### src/shared/vic_regs.svh
// Register addresses, command codes, field positions and reset values of the vectored interrupt controller
`ifndef VIC_REGS_SVH
`define VIC_REGS_SVH
// ==========================================================================
// Board byte addresses of the two host ports
`define VIC_DATA_PORT_ADDR 24'hef00c0
`define VIC_CTRL_PORT_ADDR 24'hef00d0
// ==========================================================================
// Command opcodes, command bits 7:4
`define VIC_OP_RESET 4'h0
`define VIC_OP_CLR_ISR 4'h1
`define VIC_OP_SET_IRR 4'h2
`define VIC_OP_CLR_IRR 4'h3
`define VIC_OP_CLR_MASK 4'h4
`define VIC_OP_SET_MASK 4'h5
`define VIC_OP_LOAD_MASK 4'h6
`define VIC_OP_LOAD_ACLR 4'h7
`define VIC_OP_MODE_LO0 4'h8
`define VIC_OP_MODE_LO1 4'h9
`define VIC_OP_PRESEL 4'ha
`define VIC_OP_MODE7 4'hb
`define VIC_OP_RESP0 4'hc
`define VIC_OP_RESP1 4'hd
// Command fields
`define VIC_CMD_ALL 3
`define VIC_CMD_MODE_LO 4:0
`define VIC_CMD_COUNT 4:3
// ==========================================================================
// Mode bits
`define VIC_MODE_ROTATE 0
`define VIC_MODE_COMMON 1
`define VIC_MODE_POLLED 2
`define VIC_MODE_GPOL 3
`define VIC_MODE_RPOL 4
`define VIC_MODE_PRESEL 6:5
`define VIC_MODE_ARM 7
// Data port preselect codes
`define VIC_SEL_IRR 2'h0
`define VIC_SEL_ISR 2'h1
`define VIC_SEL_MASK 2'h2
`define VIC_SEL_ACLR 2'h3
// ==========================================================================
// Reset values
`define VIC_RST_ZERO 8'h00
`define VIC_RST_MASK 8'hff
`define VIC_RST_CMD 8'h00
`endif

### src/shared/vic_pkg.sv
// Types shared by the vectored interrupt controller
package vic_pkg;
  // Host pins as seen by the controller
  typedef struct packed {
    logic cs_n;
    logic cd;
    logic rd_n;
    logic wr_n;
    logic irq_acknowledge_in_n;
    logic [7:0] data;
  } vic_bus_in_t;
  // Acknowledge sequencer states
  typedef enum logic [1:0] {
    VIC_ST_IDLE,
    VIC_ST_SEL,
    VIC_ST_RESP
  } vic_state_t;
  // Status register layout, bit 7 down to 0
  typedef struct packed {
    logic group_irq;
    logic arm;
    logic polled;
    logic rotate;
    logic any_pending;
    logic [2:0] pending_level_status_bits;
  } vic_status_t;
endpackage

### src/logic/vic_core.sv
// Eight-input vectored interrupt controller with response memory
`timescale 1ns/10ps
`include "vic_regs.svh"
//
// Overview of operation
// - Eight-bit pending register, a bit set when its request input becomes active.
// - Host commands set pending bits (software interrupts) and clear them.
// - Acknowledge clears the pending bit and sets the matching in-service bit.
// - Reset clears pending, in-service and auto-clear bits and sets all mask bits.
// - A set in-service bit blocks all lower priority interrupts until cleared.
// - Auto-clear on: in-service bit cleared at end of acknowledge; off: by command.
// - All mask bits loaded, set or cleared together; single bits set or cleared.
// - Masked requests still latch and interrupt once unmasked.
// - Group interrupt raised only by unmasked pending requests.
// - Writable response memory of eight entries by 32 bits.
// - During acknowledge, drive response bytes of the highest priority unmasked request, or of entry 0 when mode bit 1 is set.
// - Status bit 7 shows group interrupt with fixed polarity, ignoring mode bit 3.
// - Read with chip select on the control location returns status.
// - Mode bits 0 to 4 load by one command; bits 5, 6, 7 by their own.
// - Mode not readable; mode bits 0, 2, 7 appear in status.
// - Control writes load the command register, starting actions or preparing data writes.
// - Two-bit byte count per request; response-in-progress low until count met.
// - Eight maskable inputs, priority resolved, up to four response bytes each.
// - Channels 0 to 7 carry the eight board sources, levels 3.7 down to 3.0.
// - Acknowledge drops pause, selects winner, then drops response-in-progress with byte one.
// - Fixed priority: input 0 highest, input 7 lowest.
// - After in-service set, group output off until higher request or bit cleared.
// - Data reads return register preselected by mode bits 5, 6; memory via acknowledge only.
module vic_core #(
  parameter int NUM_REQ = 8
) (
  input wire logic i_clk_sys,
  input wire logic i_reset,
  input wire vic_pkg::vic_bus_in_t i_bus,
  input wire logic [NUM_REQ-1:0] i_irq_request_in,
  output logic [7:0] o_data,
  output logic o_data_oe,
  output logic o_group_irq_out,
  output logic o_pause_n,
  output logic o_response_in_progress_out_n
);
  import vic_pkg::*;

  // ========================================================================
  // Parameter check
  // eight maskable inputs only
  generate
    if (NUM_REQ != 8) begin : g_bad_num
      $error("vic_core supports exactly eight request inputs");
    end
  endgenerate

  // ========================================================================
  // Pin synchronisers
  vic_bus_in_t bus_meta_reg;
  vic_bus_in_t bus_sync_reg;
  vic_bus_in_t bus_prev_reg;
  logic [NUM_REQ-1:0] req_meta_reg;
  logic [NUM_REQ-1:0] req_sync_reg;
  logic [NUM_REQ-1:0] req_prev_reg;

  always_ff @(posedge i_clk_sys or posedge i_reset) begin
    if (i_reset) begin
      bus_meta_reg <= '1;
      bus_sync_reg <= '1;
      bus_prev_reg <= '1;
      req_meta_reg <= '0;
      req_sync_reg <= '0;
      req_prev_reg <= '0;
    end else begin
      bus_meta_reg <= i_bus;
      bus_sync_reg <= bus_meta_reg;
      bus_prev_reg <= bus_sync_reg;
      req_meta_reg <= i_irq_request_in;
      req_sync_reg <= req_meta_reg;
      req_prev_reg <= req_sync_reg;
    end
  end

  // ========================================================================
  // Registers and strobes
  logic [7:0] pending_request_reg;
  logic [7:0] in_service_reg;
  logic [7:0] request_mask_reg;
  logic [7:0] auto_clear_reg;
  logic [7:0] operating_options_reg;
  logic [7:0] last_command_reg;
  logic [1:0] response_length_reg [NUM_REQ];
  logic [31:0] resp_mem [NUM_REQ];
  logic [2:0] load_level_reg;
  logic [1:0] load_byte_reg;
  vic_state_t state_reg;
  logic [2:0] sel_reg;
  logic [1:0] byte_reg;
  logic [7:0] data_reg;
  logic oe_reg;
  logic group_irq_out_reg;

  logic sel_cs;
  logic wr_end;
  logic cmd_wr;
  logic data_wr;
  logic ack_fall;
  logic ack_rise;
  logic [3:0] opcode;
  logic [7:0] cmd_bit;
  logic [7:0] req_edge;
  logic [7:0] allowed;
  logic [7:0] eligible;
  logic [2:0] winner;
  logic group_irq_out_active;
  logic ack_take;
  logic ack_done;
  logic reset_cmd;
  vic_status_t status;

  assign sel_cs = ~bus_sync_reg.cs_n;
  // Act at the trailing edge of write so data has settled through the sync
  assign wr_end = bus_sync_reg.wr_n & ~bus_prev_reg.wr_n & sel_cs;
  assign cmd_wr = wr_end & bus_sync_reg.cd;
  assign data_wr = wr_end & ~bus_sync_reg.cd;
  assign ack_fall = ~bus_sync_reg.irq_acknowledge_in_n & bus_prev_reg.irq_acknowledge_in_n & bus_sync_reg.cs_n;
  assign ack_rise = bus_sync_reg.irq_acknowledge_in_n & ~bus_prev_reg.irq_acknowledge_in_n;
  assign opcode = bus_sync_reg.data[7:4];
  assign reset_cmd = cmd_wr & (opcode == `VIC_OP_RESET);
  assign cmd_bit = bus_sync_reg.data[`VIC_CMD_ALL] ? 8'hff : (8'h01 << bus_sync_reg.data[2:0]);

  // ========================================================================
  // Per-channel request edge and priority blocking
  // channel index equals board source order
  genvar gi;
  generate
    for (gi = 0; gi < NUM_REQ; gi++) begin : g_chan
      // latch on the request becoming active, polarity from mode bit 4
      assign req_edge[gi] = operating_options_reg[`VIC_MODE_RPOL] ? (req_sync_reg[gi] & ~req_prev_reg[gi])
                                                                 : (~req_sync_reg[gi] & req_prev_reg[gi]);
      // any in-service bit at equal or higher priority blocks this one
      assign allowed[gi] = ~|in_service_reg[gi:0];
    end
  endgenerate

  assign eligible = pending_request_reg & ~request_mask_reg & allowed;

  always_comb begin
    winner = 3'h0;
    for (int i = NUM_REQ - 1; i >= 0; i--) begin
      if (eligible[i]) begin
        winner = 3'(i);
      end
    end
  end

  // group interrupt disabled in polled mode or when not armed
  assign group_irq_out_active = |eligible & ~operating_options_reg[`VIC_MODE_POLLED] & operating_options_reg[`VIC_MODE_ARM];
  assign ack_take = (state_reg == VIC_ST_SEL) & |eligible;
  assign ack_done = (state_reg == VIC_ST_RESP) & ack_rise & (byte_reg == response_length_reg[sel_reg]);

  // ========================================================================
  // Pending register; hardware set wins over a clear in the same cycle
  always_ff @(posedge i_clk_sys or posedge i_reset) begin
    if (i_reset) begin
      pending_request_reg <= `VIC_RST_ZERO;
    end else begin
      // reset command clears all pending bits except those set by a request edge in the same cycle
      if (reset_cmd) begin
        pending_request_reg <= req_edge;
      end else begin
        pending_request_reg <= (pending_request_reg
                                & ~((cmd_wr && opcode == `VIC_OP_CLR_IRR) ? cmd_bit : 8'h00)
                                // acknowledge clears the selected pending bit
                                & ~(ack_take ? (8'h01 << winner) : 8'h00))
                               | ((cmd_wr && opcode == `VIC_OP_SET_IRR) ? cmd_bit : 8'h00)
                               | req_edge;
      end
    end
  end

  // In-service register
  always_ff @(posedge i_clk_sys or posedge i_reset) begin
    if (i_reset) begin
      in_service_reg <= `VIC_RST_ZERO;
    end else if (reset_cmd) begin
      in_service_reg <= `VIC_RST_ZERO;
    end else begin
      // set on acknowledge; auto-clear at end of sequence
      in_service_reg <= (in_service_reg
                         & ~((cmd_wr && opcode == `VIC_OP_CLR_ISR) ? cmd_bit : 8'h00)
                         & ~((ack_done && auto_clear_reg[sel_reg]) ? (8'h01 << sel_reg) : 8'h00))
                        | (ack_take ? (8'h01 << winner) : 8'h00);
    end
  end

  // Mask register
  always_ff @(posedge i_clk_sys or posedge i_reset) begin
    if (i_reset) begin
      request_mask_reg <= `VIC_RST_MASK;
    end else if (reset_cmd) begin
      request_mask_reg <= `VIC_RST_MASK;
    end else if (cmd_wr && opcode == `VIC_OP_CLR_MASK) begin
      request_mask_reg <= request_mask_reg & ~cmd_bit;
    end else if (cmd_wr && opcode == `VIC_OP_SET_MASK) begin
      request_mask_reg <= request_mask_reg | cmd_bit;
    end else if (data_wr && last_command_reg[7:4] == `VIC_OP_LOAD_MASK) begin
      request_mask_reg <= bus_sync_reg.data;
    end
  end

  // Auto-clear register
  always_ff @(posedge i_clk_sys or posedge i_reset) begin
    if (i_reset) begin
      auto_clear_reg <= `VIC_RST_ZERO;
    end else if (reset_cmd) begin
      auto_clear_reg <= `VIC_RST_ZERO;
    end else if (data_wr && last_command_reg[7:4] == `VIC_OP_LOAD_ACLR) begin
      auto_clear_reg <= bus_sync_reg.data;
    end
  end

  // Mode and command registers
  always_ff @(posedge i_clk_sys or posedge i_reset) begin
    if (i_reset) begin
      operating_options_reg <= `VIC_RST_ZERO;
      last_command_reg <= `VIC_RST_CMD;
    end else if (cmd_wr) begin
      last_command_reg <= bus_sync_reg.data;
      // low mode bits in parallel, bits 5 to 7 separately
      unique case (opcode)
        `VIC_OP_RESET: operating_options_reg <= `VIC_RST_ZERO;
        `VIC_OP_MODE_LO0, `VIC_OP_MODE_LO1: operating_options_reg[4:0] <= bus_sync_reg.data[`VIC_CMD_MODE_LO];
        `VIC_OP_PRESEL: operating_options_reg[`VIC_MODE_PRESEL] <= bus_sync_reg.data[1:0];
        `VIC_OP_MODE7: operating_options_reg[`VIC_MODE_ARM] <= bus_sync_reg.data[0];
        default: operating_options_reg <= operating_options_reg;
      endcase
    end
  end

  // ========================================================================
  // Response memory and byte counts; not touched by reset
  logic resp_cmd;
  assign resp_cmd = cmd_wr & (opcode == `VIC_OP_RESP0 || opcode == `VIC_OP_RESP1);

  // response memory written byte by byte after a preselect
  always_ff @(posedge i_clk_sys) begin
    if (resp_cmd) begin
      // byte count loaded with the level preselect
      response_length_reg[bus_sync_reg.data[2:0]] <= bus_sync_reg.data[`VIC_CMD_COUNT];
    end
    if (data_wr && (last_command_reg[7:4] == `VIC_OP_RESP0 || last_command_reg[7:4] == `VIC_OP_RESP1)) begin
      resp_mem[load_level_reg][8*load_byte_reg +: 8] <= bus_sync_reg.data;
    end
  end

  always_ff @(posedge i_clk_sys or posedge i_reset) begin
    if (i_reset) begin
      load_level_reg <= 3'h0;
      load_byte_reg <= 2'h0;
    end else if (resp_cmd) begin
      load_level_reg <= bus_sync_reg.data[2:0];
      load_byte_reg <= 2'h0;
    end else if (data_wr) begin
      load_byte_reg <= load_byte_reg + 2'h1;
    end
  end

  // ========================================================================
  // Acknowledge sequencer
  // pause, select, then response in progress
  always_ff @(posedge i_clk_sys or posedge i_reset) begin
    if (i_reset) begin
      state_reg <= VIC_ST_IDLE;
      sel_reg <= 3'h0;
      byte_reg <= 2'h0;
    end else begin
      unique case (state_reg)
        VIC_ST_IDLE: begin
          if (ack_fall) begin
            state_reg <= VIC_ST_SEL;
          end
        end
        VIC_ST_SEL: begin
          sel_reg <= winner;
          byte_reg <= 2'h0;
          state_reg <= |eligible ? VIC_ST_RESP : VIC_ST_IDLE;
        end
        VIC_ST_RESP: begin
          // one acknowledge pulse per byte until the count is met
          if (ack_done) begin
            state_reg <= VIC_ST_IDLE;
          end else if (ack_rise) begin
            byte_reg <= byte_reg + 2'h1;
          end
        end
      endcase
    end
  end

  assign o_pause_n = ~(state_reg == VIC_ST_SEL);
  assign o_response_in_progress_out_n = ~(state_reg == VIC_ST_RESP);

  // ========================================================================
  // Status and data bus
  // fixed polarity group bit, mode bits 0, 2, 7
  assign status = '{group_irq: group_irq_out_active,
                    arm: operating_options_reg[`VIC_MODE_ARM],
                    polled: operating_options_reg[`VIC_MODE_POLLED],
                    rotate: operating_options_reg[`VIC_MODE_ROTATE],
                    any_pending: |eligible,
                    pending_level_status_bits: winner};

  logic [2:0] vec_level;
  logic [7:0] preselect_data;
  assign vec_level = operating_options_reg[`VIC_MODE_COMMON] ? 3'h0 : sel_reg;

  // data location reads follow the preselect
  always_comb begin
    unique case (operating_options_reg[`VIC_MODE_PRESEL])
      `VIC_SEL_IRR: preselect_data = pending_request_reg;
      `VIC_SEL_ISR: preselect_data = in_service_reg;
      `VIC_SEL_MASK: preselect_data = request_mask_reg;
      `VIC_SEL_ACLR: preselect_data = auto_clear_reg;
    endcase
  end

  always_ff @(posedge i_clk_sys or posedge i_reset) begin
    if (i_reset) begin
      data_reg <= 8'h00;
      oe_reg <= 1'b0;
    end else if (state_reg == VIC_ST_RESP && !bus_sync_reg.irq_acknowledge_in_n) begin
      // response byte of the selected request, or of entry 0 when mode bit 1 is set
      data_reg <= resp_mem[vec_level][8*byte_reg +: 8];
      oe_reg <= 1'b1;
    end else if (sel_cs && !bus_sync_reg.rd_n) begin
      data_reg <= bus_sync_reg.cd ? status : preselect_data;
      oe_reg <= 1'b1;
    end else begin
      data_reg <= 8'h00;
      oe_reg <= 1'b0;
    end
  end

  // Group output polarity from mode bit 3; 1 means active high
  always_ff @(posedge i_clk_sys or posedge i_reset) begin
    if (i_reset) begin
      group_irq_out_reg <= 1'b1;
    end else begin
      group_irq_out_reg <= operating_options_reg[`VIC_MODE_GPOL] ? group_irq_out_active : ~group_irq_out_active;
    end
  end

  assign o_data = data_reg;
  assign o_data_oe = oe_reg;
  assign o_group_irq_out = group_irq_out_reg;

  // ========================================================================
  // Checks
  mask_reset_a: assert property (@(posedge i_clk_sys) disable iff (i_reset)
    reset_cmd |=> request_mask_reg == `VIC_RST_MASK && in_service_reg == `VIC_RST_ZERO && auto_clear_reg == 8'h00)
    else $error("reset command did not restore registers");
  ack_move_a: assert property (@(posedge i_clk_sys) disable iff (i_reset)
    ack_take |=> in_service_reg[sel_reg] && state_reg == VIC_ST_RESP)
    else $error("acknowledge did not set in-service bit");
  req_latch_a: assert property (@(posedge i_clk_sys) disable iff (i_reset)
    req_edge != 8'h00 |=> (pending_request_reg & $past(req_edge)) == $past(req_edge))
    else $error("request edge not latched");
  group_irq_out_cause_a: assert property (@(posedge i_clk_sys) disable iff (i_reset)
    group_irq_out_active |-> |(pending_request_reg & ~request_mask_reg))
    else $error("group interrupt without unmasked request");
  isr_block_a: assert property (@(posedge i_clk_sys) disable iff (i_reset)
    in_service_reg[0] |-> !group_irq_out_active)
    else $error("top in-service bit failed to block");
  auto_clear_a: assert property (@(posedge i_clk_sys) disable iff (i_reset)
    ack_done && auto_clear_reg[sel_reg] |=> !in_service_reg[$past(sel_reg)])
    else $error("auto-clear did not clear in-service bit");
  pause_rip_a: assert property (@(posedge i_clk_sys) disable iff (i_reset)
    ack_fall && state_reg == VIC_ST_IDLE |=> !o_pause_n ##1 (o_pause_n && (o_response_in_progress_out_n != $past(|eligible))))
    else $error("pause and response order wrong");
  status_bit_a: assert property (@(posedge i_clk_sys) disable iff (i_reset)
    sel_cs && bus_sync_reg.cd && !bus_sync_reg.rd_n && state_reg != VIC_ST_RESP |=> o_data_oe && o_data[7] == $past(group_irq_out_active))
    else $error("status read wrong");
  mode_low_a: assert property (@(posedge i_clk_sys) disable iff (i_reset)
    cmd_wr && opcode == `VIC_OP_MODE_LO0 |=> operating_options_reg[4:0] == $past(bus_sync_reg.data[4:0]))
    else $error("mode bits 0 to 4 not loaded");
  win_prio_a: assert property (@(posedge i_clk_sys) disable iff (i_reset)
    eligible[0] |-> winner == 3'h0)
    else $error("input 0 not highest priority");
  cov_ack_c: cover property (@(posedge i_clk_sys) disable iff (i_reset) ack_take ##[1:200] ack_done);
  cov_nest_c: cover property (@(posedge i_clk_sys) disable iff (i_reset) ack_take && in_service_reg != 8'h00);
  cov_sw_c: cover property (@(posedge i_clk_sys) disable iff (i_reset) cmd_wr && opcode == `VIC_OP_SET_IRR);
endmodule

### config.mk
export PLATFORM = sky130hd
export DESIGN_NAME = vic_core
export DESIGN_NICKNAME = d
export VERILOG_FILES = /design/src/shared/vic_pkg.sv /design/src/logic/vic_core.sv
export VERILOG_INCLUDE_DIRS = /design/src /design/src/shared
export SDC_FILE = /design/constraint.sdc
export NUM_CORES = 1
export LEC_CHECK = 0
export BUFFER_PORTS_ARGS = -buffer_cell sky130_fd_sc_hd__buf_2
export CORE_MARGIN = 2
export CORE_UTILIZATION = 55
export DETAILED_ROUTE_END_ITERATION = 10
export PLACE_DENSITY_LB_ADDON = 0.05
export REMOVE_ABC_BUFFERS = 1
export SLEW_MARGIN = 20
export SYNTH_ARGS = -nofsm -noshare
export SYNTH_HDL_FRONTEND = slang
export SYNTH_SLANG_ARGS = --single-unit
### constraint.sdc
create_clock -name i_clk_sys -period 5.2 [get_ports i_clk_sys]
set_input_delay 0.52 -clock i_clk_sys [delete_from_list [all_inputs] [get_ports i_clk_sys]]
set_output_delay 0.52 -clock i_clk_sys [all_outputs]
set_load 0.01 [all_outputs]
* Word level (Yosys, flattened, before mapping)
Memories as Yosys holds them, arrays and structs flattened. Cells that the tools add are included.
Word-level totals: word-level logic and storage cells 245, flip-flop bits (word level) 122, output and inout bits 12, input bits 23, bits in writable memories 272, memories kept 2
Cells by class: $lt $le $gt $ge 1, bitwise gates (word level) 72, add/sub/neg operators 3, reduce and logical (&&, ||, !) cells 47, eq/ne operators 25, multiplexer cells 56, shift operators 6
Memories:
- resp_mem | depth 8, width 32, read ports 1, clocked after memory_dff 0, write ports 1, RTL line vic_core.sv:89 | logic [31:0] resp_mem [NUM_REQ];
- response_length_reg | depth 8, width 2, read ports 1, clocked after memory_dff 0, write ports 1, RTL line vic_core.sv:88 | logic [1:0] response_length_reg [NUM_REQ];
Operators by type and width (count):
- 8-bit two-way mux | 17
- 8-bit bitwise AND | 7
- 8-bit NOT | 6
- 5-bit negator with 34-bit output | 1
- 8-bit by 34-bit variable shift with 32-bit output, first input constant | 1
- 8-bit by 34-bit indexed part select with 32-bit output | 1
- 4-bit == test, second input constant | 8
- 32-bit two-way mux | 1
- 8-bit bitwise OR | 4
- 8-bit one-hot mux with 4 select lines | 1
- 32-bit by 6-bit indexed part select with 8-bit output | 1
- 1-bit bitwise AND | 30
- 3-bit two-way mux | 9
- 1-bit NOT | 25
- 1-bit by 3-bit << shifter with 8-bit output, first input constant | 3
- 4-bit by 3-bit == test with 1-bit output, second input constant | 4
- 8-bit OR reduction | 2
- 1-bit two-way mux | 15
- 2-bit two-way mux | 7
- 2-bit nonzero test | 6
- 1-bit logical AND | 11
- 1-bit logical NOT | 10
- 5-bit one-hot mux with 2 select lines | 1
- 4-bit by 2-bit == test with 1-bit output, second input constant | 2
- other kinds (23) | 37

* Logic depth before layout (Yosys ltp)
Gate-level depths: netlist of the first run.
depth in word-level cells 18, depth in mapped cells 10

* Worst setup path before layout of the first run
Ideal clock, no wire load.
path kind flip-flop to flip-flop, from register sel_reg[1], to register state_reg[1], arrival 2100 ps, stages on the path, launching flop included 8, setup time 138 ps, data required time 5062 ps, setup slack 2962 ps, buffers on the path 1, cell sequence dfrtp_1 -> buf_4 -> mux4_2 -> mux2_2 -> xnor2_2 -> o41ai_2 -> mux2i_1 -> o21ai_0
On the way: cells in the longest elaborated chain, start to end 5
RTL lines:
- start, declared | RTL line vic_core.sv:93 | logic [2:0] sel_reg;
- start signal, assigned | RTL line vic_core.sv:281 | sel_reg <= winner;
- memory 8 x 2 bit
- 2-bit == test | RTL line vic_core.sv:156 | assign ack_done = (state_reg == VIC_ST_RESP) & ack_rise & (byte_reg == response_length_reg[sel_reg]);
- 1-bit bitwise AND | RTL line vic_core.sv:156
- 2-bit inequality test (no source line)
- 2-bit AND reduction (no source line)
- end signal, assigned | RTL line vic_core.sv:283 | state_reg <= |eligible ? VIC_ST_RESP : VIC_ST_IDLE;
- end, declared | RTL line vic_core.sv:92 | vic_state_t state_reg;
Every way passes these cells. A chain may end at the register's enable or synchronous reset.

* Worst setup path in the final report of the first run
from register sel_reg[1], to register data_reg[5], in the netlist o_data[5]
On the way: cells in the longest elaborated chain, start to end 4
RTL lines:
- 3-bit two-way mux | RTL line vic_core.sv:312 | assign vec_level = operating_options_reg[`VIC_MODE_COMMON] ? 3'h0 : sel_reg;
- memory 8 x 32 bit
- 32-bit by 6-bit indexed part select with 8-bit output | RTL line vic_core.sv:330 | data_reg <= resp_mem[vec_level][8*byte_reg +: 8];
- 8-bit two-way mux | RTL line vic_core.sv:328 | end else if (state_reg == VIC_ST_RESP && !bus_sync_reg.irq_acknowledge_in_n) begin
- end signal, assigned | RTL line vic_core.sv:330
- end signal, assigned | RTL line vic_core.sv:333 | data_reg <= bus_sync_reg.cd ? status : preselect_data;
- end, declared | RTL line vic_core.sv:95 | logic [7:0] data_reg;
Every way passes these cells.

==> key figures, run 1 <==
Detailed routing
  • DRT antenna net count: 0
  • Via count: between 10k and 15k
  • Remaining DRCs: 0
  • Starting DRT DRC Count: ~1.4k
  • Drt first pass iters: 6
  • DR WL/cell: 27.0 um
  • Vias per cell: roughly 6.6
  • Final WL: 44500 um

CTS
  • Post-CTS sizing: 0
  • Htree depth: 2
  • Worst-Skew Late Latency: ~0.55 ns
  • CTS tree: done
  • Root Buffer: clkbuf_16
  • CTS clk-pin slew, worst paths: 0.07 ns
  • CTS Sinks: between 300 and 400
  • Post-CTS Hold Fix Bufs: 0
  • Num CTS Buffers: 40
  • Clock tree buffer depth: 3
  • Post-CTS Setup Repair Bufs: 0

Floorplan
  • Die Span Y: around 180 um
  • Site Rows: 63
  • I/O pin total: 35
  • Chip width: 178 um
  • Die Area: 31700 um^2
  • Initial Util: 0.561
  • CORE AREA: slightly below 30000 um^2

Setup path
  • Critical Path Start Type: flip-flop
  • Worst setup path class: flip-flop to flip-flop
  • WP data required: 5.61 ns
  • Worst-path fanout max: 20
  • Worst Path Arrival: around 4.0 ns
  • CP Capture Type: flip-flop

Synth
  • Commonest register cell after synthesis: edfxtp_1
  • Post-Synthesis Cells: roughly 1.2k
  • Number of synthesized flops with an enable pin: 272
  • Area share of the largest cell type after synthesis: 0.490
  • Mapped Area: 16700 um^2
  • Yosys warnings: 0
  • Flops & latches, synth: 390
  • Synth cell types: between 80 and 90
  • Synth area leader: edfxtp_1
  • Syn avg cell area: 13.8 um^2
  • Sequential fraction of the synthesis area: 0.669
  • Top post-synthesis cells by area: edfxtp_1, dfrtp_1, dfstp_2
  • Async S/R FF share, synth: 0.303

STA
  • Fmax: approximately 280 MHz
  • Setup Skew: roughly 0.025 ns
  • Period minus WS final: around 3.6 ns
  • TNS Setup: 0 ns
  • Slew Viols, Final: 0
  • Slew HR: 0.210
  • Period utilization: 0.690
  • Setup violators final: 0
  • Final hold slack: 0.0808 ns
  • Endpoints failing hold: 0
  • Slew @ Worst Pin: roughly 1.2 ns
  • Unrepaired setup endpoints after global routing: false

Power
  • Max VDD drop: slightly below 300 uV
  • Leak: around 0.0064 uW
  • Clock power share: 0.351
  • Internal power: approximately 5800 uW
  • Pwr/cell area: 442 nW/um^2
  • Switch share: 0.288
  • Logic pwr share: 0.177
  • Register share of total power: 0.473
  • Switch Pwr: about 2400 uW

Finish
  • Ant diodes: 0
  • Layout fillers: approximately 2.2k
  • Final instance area: 18500 um^2
  • Footprint of the multi-input gates: ~5000 um^2
  • Layout area overhead: 10.7%
  • Max FFs per register: between 200 and 300
  • Finished Layout Cells: about 1.6k
  • Register area: around 11000 um^2
  • Layout cells sized above 1: 0.179
  • Layout net count: ~1.3k

Hold path
  • HP Class: input pin to flip-flop

Outcome
  • Status: finished clean

Placement
  • Hpwl dp: roughly 30000 um
  • Final GP Congestion: ~1
  • Dpl cell area: roughly 17000 um^2
  • IO buf count: 34
  • Post-Place Cells: 1576

GRT
  • Remaining Overflow, GRT: 0
  • First-pass GRT wire length: roughly 66000 um
  • Largest net degree at the start of global routing: 79
  • Vias in the first global route: 10.3k
  • Initial antenna violation count: 1
  • Tot GR Track Use: 0.288

Job
  • Max Cap Violations: 0
[cell type report]
class                   count  share of cell area
clock buffers              57              0.0654
clock inverters            14             0.00623
inverters                  20             0.00433
multi-input cells         727               0.278
flip-flops and latches    390               0.605
well taps                 390              0.0264
repair buffers             49              0.0153
[through the flow]
step	setup slack, ns	util	total power (uW)
global placement	1.86	0.577	5310
floorplan	0.462	-	4770
detailed placement	1.74	0.577	5330
global route	1.49	0.622	8440
finish	1.61	0.622	8170
CTS	1.71	0.621	8160
[Yosys cell counts (all sizes together) (4+ instances only)]
master,instances
buf,34
nor2,84
and3,4
o21ai,54
o32ai,4
o211ai,16
a2111oi,8
o31ai,4
nand3,26
dfstp,37
inv,17
nand2,96
nor4,6
or3,8
or3b,5
a31oi,21
a2111o,4
o22ai,14
edfxtp,272
a2bb2oi,4
mux2i,41
and2,29
a22o,4
nor3b,15
dfrtp,81
nor3,19
o2bb2ai,4
mux4,30
clkbuf,39
nand3b,5
nand2b,13
ha,8
nor2b,30
mux2,20
a211oi,13
o221ai,20
a21oi,59
[placed cells by master, fill, tap and decap left out, drive strengths merged, types with 21 or more instances in the layout]
master	Yosys	layout
a31oi	21	21
o21ai	54	54
a21oi	59	59
edfxtp	272	272
dfstp	37	37
nand3	26	26
nand2	96	96
clkbuf	39	57
and2	29	29
mux2i	41	41
nor2	84	84
mux4	30	30
dfrtp	81	81
nor2b	30	30
buf	34	49
[path summary, 6_finish.rpt]
kind	from	end	slack, ns	cells past startpoint
max	sel_reg[1]	o_data[5]	1.61	6
min	i_bus[3]	bus_meta_reg[3]	0.08	1
max reg2reg	sel_reg[1]	o_data[5]	1.61	6
min reg2reg	bus_meta_reg[11]	bus_sync_reg[11]	0.34	0
max in group asynchronous	i_reset	bus_prev_reg[8]	4.04	3
min in group asynchronous	i_reset	last_command_reg[7]	0.12	2
[cells by family (layout without fill, tap and decap cells)]
kind of cell | Yosys count | in the layout | share of synthesized area
AOI/OAI and AO/OA | 270 | 270 | 0.110
xor gates and xnor gates | 3 | 3 | 0.00203
adders and majority gates | 8 | 8 | 0.00600
buffers and inverters | 93 | 140 | 0.0239
DFF | 390 | 390 | 0.669
muxes | 91 | 91 | 0.0788
and+or+nand+nor | 355 | 355 | 0.110
[per-layer routing]
layer  up-vias  GRT usage  wire, um  share of wire
li1       4678          -         -              -
met1      5448      0.409     18300           0.41
met2       576      0.449     20700           0.47
met3       107     0.0518      3840          0.086
met4         0      0.103      1640          0.037
met5         -          0         0              0
[power groups by stage]
stage          Combinational [uW]  Sequential, uW  Clock [uW]
3_5_place_dp                 1420            3910           0
2_1_floorplan                 911            3860           0
3_3_place_gp                 1400            3910           0
4_1_cts                      1420            3850        2890
6_report                     1440            3860        2870
5_1_grt                      1550            3880        3010
[critical path: stages (launching register included)]
cell and delay [ns]:
dfrtp_1 0.91, nand2b_1 0.79, nor2_1 0.85, o221ai_1 0.25, a21oi_1 0.21, a2111oi_0 0.09, o311ai_0 0.35
(Power assumes the default switching activity.)
==> run 2, diff against run 1 <==
ABC_AREA = 1   (was unset)
clock period = 3.5 ns   (was 5.2 ns; I/O delays follow)
==> key figures, run 2 <==
Detailed routing
  • Remaining DRCs: 0
  • Drt first pass iters: 6
  • Vias per cell: around 6
  • Final WL: 44200 um
  • DRT antenna net count: 0
  • Via count: 11.9k
  • DR WL/cell: roughly 22 um
  • Starting DRT DRC Count: approximately 1.3k

CTS
  • Post-CTS sizing: 0
  • Post-CTS Setup Repair Bufs: 0
  • Post-CTS Hold Fix Bufs: 21
  • CTS clk-pin slew, worst paths: around 0.06 ns
  • Root Buffer: clkbuf_16
  • CTS tree: done
  • CTS Sinks: 390
  • Clock tree buffer depth: 3
  • Htree depth: 2
  • Num CTS Buffers: 40
  • Worst-Skew Late Latency: 0.53 ns

Synth
  • Post-Synthesis Cells: 1501
  • Syn avg cell area: roughly 11 um^2
  • Most numerous cell in the Yosys netlist: edfxtp_1
  • Top post-synthesis cells by area: edfxtp_1, dfrtp_1, o211ai_1
  • Flops & latches, synth: a little under 400
  • Sequential fraction of the synthesis area: 0.657
  • Mapped Area: 17000 um^2
  • Synth area leader: edfxtp_1
  • Commonest register cell after synthesis: edfxtp_1
  • Synth cell types: 48
  • Area share of the largest cell type after synthesis: 0.480
  • Yosys warnings: 0
  • List of most frequent post-synthesis cells: edfxtp_1, nand2_1, o211ai_1, nor2_1, nand3_1
  • Async S/R FF share, synth: 0.303
  • Number of synthesized flops with an enable pin: about 270

STA
  • Period utilization: 0.757
  • Slew HR: 0.368
  • Setup violators final: 0
  • Unrepaired setup endpoints after global routing: false
  • Fmax: 378 MHz
  • Slew @ Worst Pin: 0.941 ns
  • Period minus WS final: about 2.6 ns
  • Endpoints failing hold: 0
  • Slew Viols, Final: 0
  • Setup Skew: between 0.01 and 0.015 ns

Floorplan
  • Site Rows: 64
  • Die Area: ~32000 um^2
  • CORE AREA: between 30000 and 40000 um^2
  • I/O pin total: 35
  • Chip width: roughly 180 um
  • Die Span Y: about 180 um
  • Initial Util: 0.557

Setup path
  • WP buf/inv: 3
  • Cells on worst reg2reg path: 7
  • WP data required: about 3.7 ns
  • Cell Chain, Critical Path: inv_1 -> nand3_1 -> nor4_1 -> buf_4 -> nand2_1 -> buf_4 -> nor2_1
  • Levels on crit path: 7
  • Most used cell, CP: buf_4
  • Worst Path Arrival: approximately 2.8 ns
  • Flop2flop setup slack: between 0.8 and 0.9 ns
  • Worst setup path class: flip-flop to flip-flop
  • Worst-path fanout max: 13
  • Reg-to-reg critical path startpoint: bus_sync_reg[11]
  • Slowest cell delay on critical path: 0.52 ns
  • CP Capture Type: flip-flop
  • CP max-delay cell: nor2_1
  • R2r endpoint: resp_mem[0][8]
  • Critical Path Start Type: flip-flop
  • CP delay by family, top: simple AND/OR/NAND/NOR gates

Hold path
  • HP Class: input pin to async pin

Power
  • Leak: between 0.007 and 0.008 uW
  • Max VDD drop: between 400 and 500 uV
  • Pwr/cell area: about 650 nW/um^2
  • Power Total: ~12000 uW

Finish
  • Max FFs per register: approximately 260
  • Layout area overhead: 12.5%
  • Most frequent cells in the layout: edfxtp_1, nand2_1, o211ai_1
  • Layout net count: around 1.6k
  • Most common cell after layout, fill and taps aside: edfxtp_1
  • Layout fillers: 2439
  • Final instance area: between 15000 and 20000 um^2
  • Ant diodes: 0
  • Layout cells sized above 1: 0.151

GRT
  • Initial antenna violation count: 1
  • First-pass GRT wire length: just under 70000 um
  • Remaining Overflow, GRT: 0
  • Largest net degree at the start of global routing: around 140
  • Vias in the first global route: approximately 12k
  • Tot GR Track Use: 0.275

Placement
  • Hpwl dp: around 30000 um
  • IO buf count: 34
  • Final GP Congestion: ~0.94
  • Dpl cell area: 17700 um^2

Outcome
  • Status: finished clean

Job
  • Max Cap Violations: 0
## run 2: cell types whose count changed in the layout (fill, tap and decap cells not counted), moves of 47 or more
cell      before  now
inv_1         16   93
or2_1          0   72
nor2_1        84  131
nand2_1       96  244
nand3_1       26  109
o211ai_1      16  164
## run 2: logic make-up after synthesis
group	Yosys count	synth area share
simple gates	645	0.175
flops	390	0.657
compound gates	284	0.113
buf+inv	171	0.0474
fa+ha+maj	8	0.00589
xor+xnor	3	0.00155
## run 2: through the flow
stage,TNS [ns],instances,setup WS (ns),utilization,hold slack [ns]
after floorplan,-8.35,1434,-1.04,-,0.331
after global placement,0,1910,0.975,0.579,0.333
after detailed placement,0,1910,0.885,0.579,0.336
after CTS,0,2005,0.853,0.627,0.0745
after global routing,0,2005,0.635,0.627,0.136
final,0,2005,0.851,0.627,0.0518
## run 2: report_power, final
part | internal, uW | switching [uW]
combinational | 792 | 1970
clock | 2350 | 1720
sequential | 5420 | 231
total | 8560 | 3920
## run 2: metal layers
layer	vias up	track usage	wire, um
li1	5483	-	-
met2	487	0.436	20800
met5	-	0	0
met4	0	0.0933	1540
met3	96	0.0498	3410
met1	5818	0.387	18400
## run 2: worst max path at each step
stage	from	slack, ns	to
4_1_cts	bus_sync_reg[11]	0.85	resp_mem[0][15]
6_report	bus_sync_reg[11]	0.85	resp_mem[0][8]
5_1_grt	bus_sync_reg[11]	0.63	resp_mem[0][10]
3_5_place_dp	bus_sync_reg[11]	0.89	resp_mem[0][12]
2_1_floorplan	sel_reg[1]	-1.04	o_data[0]
3_3_place_gp	sel_reg[0]	0.97	o_data[2]
## run 2: layout make-up
type | instances | area, um^2 | share of cell area
Inverter | 104 | 394 | 0.0206
Clock buffer | 67 | 1200 | 0.0629
Timing Repair Buffer | 101 | 776 | 0.0406
Clock inverter | 7 | 45.0 | 0.00236
Multi-Input combinational cell | 940 | 5040 | 0.264
Tap cell | 396 | 495 | 0.0259
Sequential cell | 390 | 11200 | 0.584
==> run 3, diff against run 2 <==
clock period = 2.6 ns   (was 3.5 ns; I/O delays follow)
==> key figures, run 3 (synthesized netlist as in run 2, its figures left out) <==
CTS
  • Root Buffer: clkbuf_16
  • CTS tree: done
  • CTS clk-pin slew, worst paths: ~0.060 ns
  • Worst-Skew Late Latency: 0.54 ns
  • Clock tree buffer depth: 3
  • Post-CTS Setup Repair Bufs: 0
  • Htree depth: 2
  • CTS Sinks: 390
  • Num CTS Buffers: 40

Power
  • Logic pwr share: 0.219
  • Register share of total power: 0.435
  • Leak: ~0.0074 uW
  • Clock power share: 0.346
  • Switch share: 0.301
  • Pwr/cell area: 888 nW/um^2
  • Max VDD drop: between 600 and 700 uV
  • Switch Pwr: about 5200 uW
  • Internal power: approximately 12000 uW

Setup path
  • Worst-path fanout max: 64
  • Worst Path Arrival: 2.79 ns
  • Slowest cell delay on critical path: between 0.4 and 0.5 ns
  • CP max-delay cell: o211ai_1
  • CP Capture Type: flip-flop
  • CP delay by family, top: simple AND/OR/NAND/NOR gates
  • Worst setup path class: flip-flop to flip-flop
  • WP buf/inv: 3
  • WP data required: around 3.0 ns
  • Critical Path Start Type: flip-flop
  • Cell Chain, Critical Path: inv_2 -> nand2_4 -> buf_12 -> buf_12 -> or2_1 -> o211ai_1 -> nand2_1 -> o211ai_1 -> nand3_1 -> nand3_1 -> nand2_1

Finish
  • Layout area overhead: 15.3%
  • Most common cell after layout, fill and taps aside: edfxtp_1
  • Layout net count: around 1.6k
  • Max FFs per register: ~260
  • Layout cells sized above 1: 0.174
  • Most frequent cells in the layout: edfxtp_1, nand2_1, o211ai_1

STA
  • TNS Setup: 0 ns
  • Unrepaired setup endpoints after global routing: false
  • Period utilization: 0.919
  • Endpoints failing hold: 0
  • Fmax: roughly 420 MHz
  • Period minus WS final: between 2 and 2.5 ns
  • Setup violators final: 0
  • Final hold slack: 0.266 ns
  • Slew HR: 0.530
  • Slew Viols, Final: 0
  • Slew @ Worst Pin: 0.698 ns
  • Setup Skew: between 0.02 and 0.03 ns

Floorplan
  • Initial Util: 0.557
  • Die Span Y: around 180 um
  • CORE AREA: about 30000 um^2
  • Site Rows: between 60 and 70
  • I/O pin total: 35
  • Chip width: 180 um
  • Die Area: 32300 um^2

Placement
  • Hpwl dp: 28800 um
  • IO buf count: 34
  • Final GP Congestion: ~0.94

GRT
  • First-pass GRT wire length: approximately 67000 um
  • Tot GR Track Use: 0.271
  • Initial antenna violation count: 1
  • Vias in the first global route: ~11k
  • Remaining Overflow, GRT: 0
  • Largest net degree at the start of global routing: 83

Detailed routing
  • DR WL/cell: 21.4 um
  • Vias per cell: approximately 5.8
  • DRT antenna net count: 0
  • Final WL: approximately 44000 um
  • Remaining DRCs: 0
  • Starting DRT DRC Count: 1280
  • Drt first pass iters: 5
  • Via count: roughly 12k

Job
  • Max Cap Violations: 0

Hold path
  • HP Class: input pin to async pin

Outcome
  • Status: finished clean
[run 3: repair_timing]
| action | 4_1_cts | 5_1_grt |
|---|---|---|
| hold buffers | 22 | 0 |
| resized for setup | 0 | 0 |
| hold endpoints to repair | 33 | 0 |
[run 3: per-stage QoR]
step | utilization | cells | area (um^2) | setup WS (ns) | total power [uW]
2_1_floorplan | - | 1434 | 16600 | -1.94 | 9940
3_3_place_gp | 0.588 | 1941 | 17900 | 0.300 | 11400
3_5_place_dp | 0.588 | 1941 | 17900 | 0.300 | 11500
4_1_cts | 0.642 | 2037 | 19600 | 0.278 | 17500
5_1_grt | 0.642 | 2037 | 19600 | 0.167 | 18200
6_report | 0.642 | 2038 | 19600 | 0.211 | 17400
[run 3: power by group through the flow]
stage | clock [uW] | combinational, uW | sequential (uW)
2_1_floorplan | 0 | 2310 | 7620
3_3_place_gp | 0 | 3730 | 7670
3_5_place_dp | 0 | 3780 | 7680
4_1_cts | 6110 | 3810 | 7560
5_1_grt | 6360 | 4220 | 7590
6_report | 6010 | 3820 | 7570
[run 3: worst paths after layout]
check | endpoint | from | depth (start not counted) | slack, ns
setup / recovery | o_data[6] | operating_options_reg[1] | 11 | 0.21
hold / removal | o_data[1] | i_reset | 3 | 0.27
setup reg to reg | o_data[6] | operating_options_reg[1] | 11 | 0.21
hold reg to reg | bus_sync_reg[10] | bus_meta_reg[10] | 0 | 0.33
max in group asynchronous | sel_reg[2] | i_reset | 4 | 1.53
min in group i_clk_sys | bus_sync_reg[10] | bus_meta_reg[10] | 0 | 0.33
[run 3: tightest hold or removal path, stage by stage]
cell and delay (ns):
dlygate4sd3_1 0.53, buf_2 0.13, inv_4 0.30
[run 3: layer usage]
layer,share of wire,up-vias,global-route usage
met3,0.068,87,0.0395
met2,0.48,428,0.444
met4,0.034,0,0.0891
li1,-,5548,-
met1,0.42,5778,0.376
met5,0,-,0
[run 3: cell type report]
cell class                 count  area (um^2)
antenna                        1         2.50
sequential                   390        11200
clock buffer                  64         1350
timing repair buffer         133         1060
multi-input combinational    940         5040
clock inverter                10         88.8
tap                          396          495
fill                        2371        10900
inverter                     104          394
